[src/logic/sqc_pkg.sv]
// Shared constants and types of the sequence pattern error checker
package sqc_pkg;
  localparam int unsigned SQC_MAX_BLOCKS = 128;
  localparam int unsigned SQC_BLK_W      = 7;
  localparam int unsigned SQC_LEN_W      = 16;
  localparam int unsigned SQC_PAT_W      = 64;
  localparam int unsigned SQC_ROUTES     = 32;
  localparam int unsigned SQC_ROUTE_W    = 5;
  localparam int unsigned SQC_MLEN_W     = 4;
  localparam int unsigned SQC_MLEN_STEP  = 4;
  localparam int unsigned SQC_ADDR_W     = 8;

  // Register byte offsets
  localparam logic [7:0] SQC_CTRL_OFF     = 8'h00;
  localparam logic [7:0] SQC_STATUS_OFF   = 8'h04;
  localparam logic [7:0] SQC_NBLK_OFF     = 8'h08;
  localparam logic [7:0] SQC_ERRCNT_OFF   = 8'h0c;
  localparam logic [7:0] SQC_BITCNT_OFF   = 8'h10;
  localparam logic [7:0] SQC_BWMASK_OFF   = 8'h14;
  localparam logic [7:0] SQC_RTMASK_OFF   = 8'h18;
  localparam logic [7:0] SQC_PATA_LO_OFF  = 8'h1c;
  localparam logic [7:0] SQC_PATA_HI_OFF  = 8'h20;
  localparam logic [7:0] SQC_MSKA_LO_OFF  = 8'h24;
  localparam logic [7:0] SQC_MSKA_HI_OFF  = 8'h28;
  localparam logic [7:0] SQC_PATB_LO_OFF  = 8'h2c;
  localparam logic [7:0] SQC_PATB_HI_OFF  = 8'h30;
  localparam logic [7:0] SQC_MSKB_LO_OFF  = 8'h34;
  localparam logic [7:0] SQC_MSKB_HI_OFF  = 8'h38;
  localparam logic [7:0] SQC_BLKIDX_OFF   = 8'h3c;
  localparam logic [7:0] SQC_BLKDATA_OFF  = 8'h40;
  localparam logic [7:0] SQC_BLKCFG_OFF   = 8'h44;
  localparam logic [7:0] SQC_IRQSTAT_OFF  = 8'h48;
  localparam logic [7:0] SQC_IRQEN_OFF    = 8'h4c;
  localparam logic [7:0] SQC_IRQCLR_OFF   = 8'h50;

  // Control register fields
  localparam int unsigned SQC_C_SEQ_EN    = 0;
  localparam int unsigned SQC_C_HIZ       = 1;
  localparam int unsigned SQC_C_MERGE     = 2;
  localparam int unsigned SQC_C_BURST     = 3;
  localparam int unsigned SQC_C_BWIN_EN   = 4;
  localparam int unsigned SQC_C_RTMASK_EN = 5;
  localparam int unsigned SQC_C_EXT_EN    = 6;
  localparam int unsigned SQC_C_AUX_EXT   = 7;
  localparam int unsigned SQC_C_KIND_LO   = 8;
  localparam int unsigned SQC_CTRL_W      = 10;
  localparam logic [9:0]  SQC_CTRL_RST    = 10'h000;

  // Block configuration word fields
  localparam int unsigned SQC_CFG_SEL     = 16;
  localparam int unsigned SQC_CFG_MLEN_LO = 20;

  // Pattern kinds
  localparam logic [1:0] SQC_KIND_DATA  = 2'h0;
  localparam logic [1:0] SQC_KIND_PRBS  = 2'h1;
  localparam logic [1:0] SQC_KIND_MIXED = 2'h2;

  // Interrupt status bits
  localparam int unsigned SQC_I_SYNC    = 0;
  localparam int unsigned SQC_I_LOSS    = 1;
  localparam int unsigned SQC_I_ERROR   = 2;
  localparam int unsigned SQC_I_REFUSED = 3;
  localparam int unsigned SQC_IRQ_W     = 4;

  localparam logic [6:0]  SQC_NBLK_RST = 7'h00;
  localparam logic [1:0]  SQC_RESP_OKAY   = 2'h0;
  localparam logic [1:0]  SQC_RESP_SLVERR = 2'h2;

  typedef enum logic [1:0] {SQC_IDLE, SQC_HUNT, SQC_CHECK} sqc_state_t;
endpackage

[src/logic/sqc_match.sv]
// Masked, length-limited comparator of the alignment match pattern
`timescale 1ns/1ns
module sqc_match
  import sqc_pkg::*;
(
  input  wire logic [SQC_PAT_W-1:0]  window,   // Newest bit in bit 0
  input  wire logic [SQC_PAT_W-1:0]  pattern,  // Match pattern
  input  wire logic [SQC_PAT_W-1:0]  mask,     // 1 = bit ignored
  input  wire logic [SQC_MLEN_W-1:0] len_code, // Length/4 minus one
  output logic                       hit       // Window matches
);
  import sqc_pkg::*;

  logic [SQC_PAT_W-1:0] diff;
  logic [6:0]           nbits;

  always_comb begin
    nbits = 7'((32'(len_code) + 32'd1) * SQC_MLEN_STEP);
    diff  = '0;
    for (int i = 0; i < SQC_PAT_W; i++) begin
      if (7'(i) < nbits && !mask[i]) begin
        diff[i] = window[i] ^ pattern[i];
      end
    end
    hit = (diff == '0);
  end
endmodule

[config.mk]
export PLATFORM = sky130hd
export DESIGN_NAME = sqc_match
export DESIGN_NICKNAME = d
export VERILOG_FILES = /design/src/logic/sqc_pkg.sv /design/src/logic/sqc_match.sv
export SDC_FILE = /design/constraint.sdc
export NUM_CORES = 1
export LEC_CHECK = 0
export ABC_AREA = 1
export BUFFER_PORTS_ARGS = -buffer_cell sky130_fd_sc_hd__buf_2
export CORE_AREA = 2 2 77 79
export DETAILED_ROUTE_END_ITERATION = 8
export DIE_AREA = 0 0 79 81
export PLACE_DENSITY_LB_ADDON = 0.15
export SYNTH_ARGS = -nofsm -noshare
export SYNTH_HDL_FRONTEND = slang
export SYNTH_SLANG_ARGS = --single-unit
[constraint.sdc]
create_clock -name vclk -period 3
set_input_delay 0.15 -clock vclk [all_inputs]
set_output_delay 0.15 -clock vclk [all_outputs]
set_load 0.005 [all_outputs]
Word level (Yosys, flattened, before mapping)
Index checks and enable logic that the tools add are counted.
{"block": "classes", "n_reduce_logical": 129, "addsub": 1, "mux": 64, "order_cmp": 64, "n_bitwise": 64}
{"cell": "$lt 6x7->1 const A", "count": 32}
{"cell": "$lt 5x7->1 const A", "count": 16}
{"cell": "$logic_and 1x1->1", "count": 64}
{"cell": "$logic_not 1->1", "count": 64}
{"cell": "$logic_not 64->1", "count": 1}
{"cell": "$mux 1", "count": 64}
{"cell": "$xor 1x1->1", "count": 64}
{"cell": "$lt 4x7->1 const A", "count": 8}
{"cell": "$lt 3x7->1 const A", "count": 4}
{"cell": "$lt 1x7->1 const A", "count": 2}
{"cell": "$lt 2x7->1 const A", "count": 2}
{"cell": "$add 4x1->5 const B", "count": 1}
{"block": "word_totals", "reg_bits": 0, "in_bits": 196, "wordCells": 322, "out_inout_bits": 1}

Logic depth before layout (Yosys ltp)
{"block": "logic_depth", "word_depth": 5, "depth_mapped": 13, "ltp_nobuf": 13}

Worst setup path before layout
OpenSTA, ideal clock, no wires.
{"block": "synth_timing", "path_kind": "input to output", "start": "in len_code[0]", "end": "out hit", "path_buffers": 1, "t_required_ps": 2850, "t_arrival_ps": 1212, "cell_stages": 13, "path_slack_ps": 1638, "cell_sequence": "ha_1 nand3_2 buf_2 nor2_1 nand2_1 nand2_1 nor2_1 nand2_1 nor2_1 nand3_1 nand2_1 nand2_1 inv_1"}
{"block": "synth_via", "elab_chain_len": 5, "elab_cells_between_ends": 194, "cone_classes": "add/sub (1); order compare (64); mux (64); reduce/logical (65)"}
{"item": "from (decl)", "line": "sqc_match.sv:9", "text": "input wire logic [SQC_MLEN_W-1:0] len_code,"}
{"item": "$add 4x1->5 *", "line": "sqc_match.sv:18", "text": "nbits = 7'((32'(len_code) + 32'd1) * SQC_MLEN_STEP);"}
{"item": "$lt 1x7->1 (tied with other cells)", "line": "sqc_match.sv:21", "text": "if (7'(i) < nbits && !mask[i]) begin"}
{"item": "$logic_and 1x1->1", "line": "sqc_match.sv:21"}
{"item": "$mux 1", "line": "sqc_match.sv:21"}
{"item": "$logic_not 64->1 *", "line": "sqc_match.sv:25", "text": "hit = (diff == '0);"}
{"item": "to (decl)", "line": "sqc_match.sv:10", "text": "output logic hit"}
Mark *: on every way between the ends. The rest lies on a longest branch, timed or not.

Final worst setup path
Ends and elaborated chain as after synthesis.

==> results.toml <==
[status]
status = "finished clean"

[synth]
yosys_warnings = 0
synth_compound_gate_area_share_pct = 6.20
seq_area_frac_synth_pct = 0
synth_nets = 613
synth_area_um2 = 1780
ys_types = 22
synthXorXnorAreaFrac_pct = 2.47
yosys.area_share.simple_pct = 68.8
synthCells = 416
synth_top_family_by_area = "simple AND/OR/NAND/NOR gates"
synth_mux_area_share_pct = 0
synthAdderAreaFrac_pct = 0.705
synth.avg_cell_area_um2 = 4.27

[pwr]
clock_power_share_pct = 0
power_density_nw_per_um2 = 119
seq_power_share_pct = 0
power_leakage_nw = 2.09
p_switching_w = 0.000167
vdd_drop_max_mv = 0.0559
power.internal_w = 0.000173
comb_power_share_pct = 100.0
switching_share_pct = 49.0

[setup_path]
criticalPathCategory = "input pin to output port"
critPathLaunchType = "input pin"
worstPathRequired_ps = 2850
cp-endpoint = "hit"
cp.arrival_ps = 1700
endpoint_kind = "output port"
startpoint = "len_code[0]"
cp_max_fo = 12

[cells_and_area]
n_antenna_cell = 0
final_common_cell = "buf_2"
clkbuf_count = 0
seq_cell_count = 0
fin_area_um2 = 2850
nNetsFinal = 811
mostFrequentLayoutCells = "197 x buf_2, 166 x nand2_1, 100 x inv_1"
layout-drive-gt1-share_pct = 34.6
final_cells = 687
area_growth_pct = 60.5
seq_area_um2 = 0

[global_routing]
grt_pass1_vias = 2431
grt_pass1_wl_mm = 9.08
gr-total-overflow = 0
grt_max_degree = 13
antenna_found_initial = 0
grt_usage_pct = 16.4

[timing]
final_max_slew_viol_count = 0
max_freq_ghz = 0.542
period_share_pct = 61.6
slew_headroom_pct = 84.1
rsz0062_at_grt = "false"
fin_crit_ps = 1850
hold_viol_final = 0
finalSetupViolCount = 0
tightest_slew_ps = 238
finalSetupTns_ps = 0

[floorplan]
die_y_um = 81
core_area_um2 = 5680
num_io_pins = 197
rows = 28
dieArea_um2 = 6400
floorplan.die.width_um = 79
initial_core_util_pct = 31.3

[route]
vias_per_cell = 4.20
firstDrtPassIters = 6
drtIter0Drc = 49
vias = 2883
antenna_left = 0
wl_per_cell_um = 8.25
m1WireLength_mm = 2.25
drc_errors = 0
top_layer_used = "met4"
wirelength_mm = 5.67
dr_wl_met2_mm = 2.91
wl_met3_um = 460

[placed_design]
place_area_um2 = 2850
dp.cells = 687
hpwlAfterDp_mm = 5.32
gp_congestion = 0.800
io_buffers = 197

[clock_tree]
hold_buffers = 0
cts_resized = 0
post_cts_buffers = 0

[worst_hold_path]
min_from = "len_code[0]"
hp-class = "input pin to output port"

[job]
cap_violations = 0
through the flow:
step	utilization (%)	hold WS [ps]	setup slack [ps]	total power (W)
after floorplan	-	599	1640	0.000171
after global placement	50.2	931	1210	0.000334
after detailed placement	50.2	943	1150	0.000343
after CTS	50.2	942	1150	0.000344
after global routing	50.2	989	946	0.000396
final	50.2	937	1150	0.000340
how the worst min path moves through the flow:
stage                     cells after the start  slack, ps   to
final                                         8        940  hit
after global routing                          8        990  hit
after CTS                                     8        940  hit
after detailed placement                      8        940  hit
after global placement                        8        930  hit
after floorplan                               6        600  hit
cell families after synthesis:
kind of cell | count (synthesis)
xor gates and xnor gates | 5
buffers and inverters | 103
and+or+nand+nor | 286
adders and majority gates | 1
AOI/OAI and AO/OA | 21
per-layer routing:
metal  up-vias  global-route usage [%]
met5         -                       0
met4         0                    1.38
met3         6                    1.89
met2       111                    33.8
met1      1152                    18.6
li1       1614                       -
critical path, stage by stage:
cell     delay [ps]
buf_2           140
ha_1            260
nand3_2         210
inv_2           100
nor2_8          170
nand3_2          80
nand2_1          60
nand2_1          40
nor2_1          110
nand2_1          70
nor2_2           70
nand2_1          50
inv_1            50
buf_2           120
layout make-up:
cell class | count | area (um2)
Timing Repair Buffer | 197 | 986
Tap cell | 75 | 93.8
Inverter | 102 | 383
Multi-Input combinational cell | 313 | 1390
Fill cell | 666 | 2830
cells in the mapped netlist, drive strengths merged:
cell type  count  area share [%]
a21oi         12             3.4
buf            1            0.28
ha             1            0.70
inv          102              22
nand2        169              37
nand3         32             9.6
nand3b         7             3.0
nand4          6             2.5
nor2          66              15
nor3           1            0.28
o21ai          7             2.0
o21bai         2            0.85
or2            5             1.8
xnor2          2            0.99
xor2           3             1.5
power groups by stage:
stage                     clock network, W  registers, W  logic, W
after detailed placement                 0             0  0.000343
after global routing                     0             0  0.000396
final                                    0             0  0.000340
after floorplan                          0             0  0.000171
after global placement                   0             0  0.000334
after CTS                                0             0  0.000344
Power figures use the tool's default switching activity.
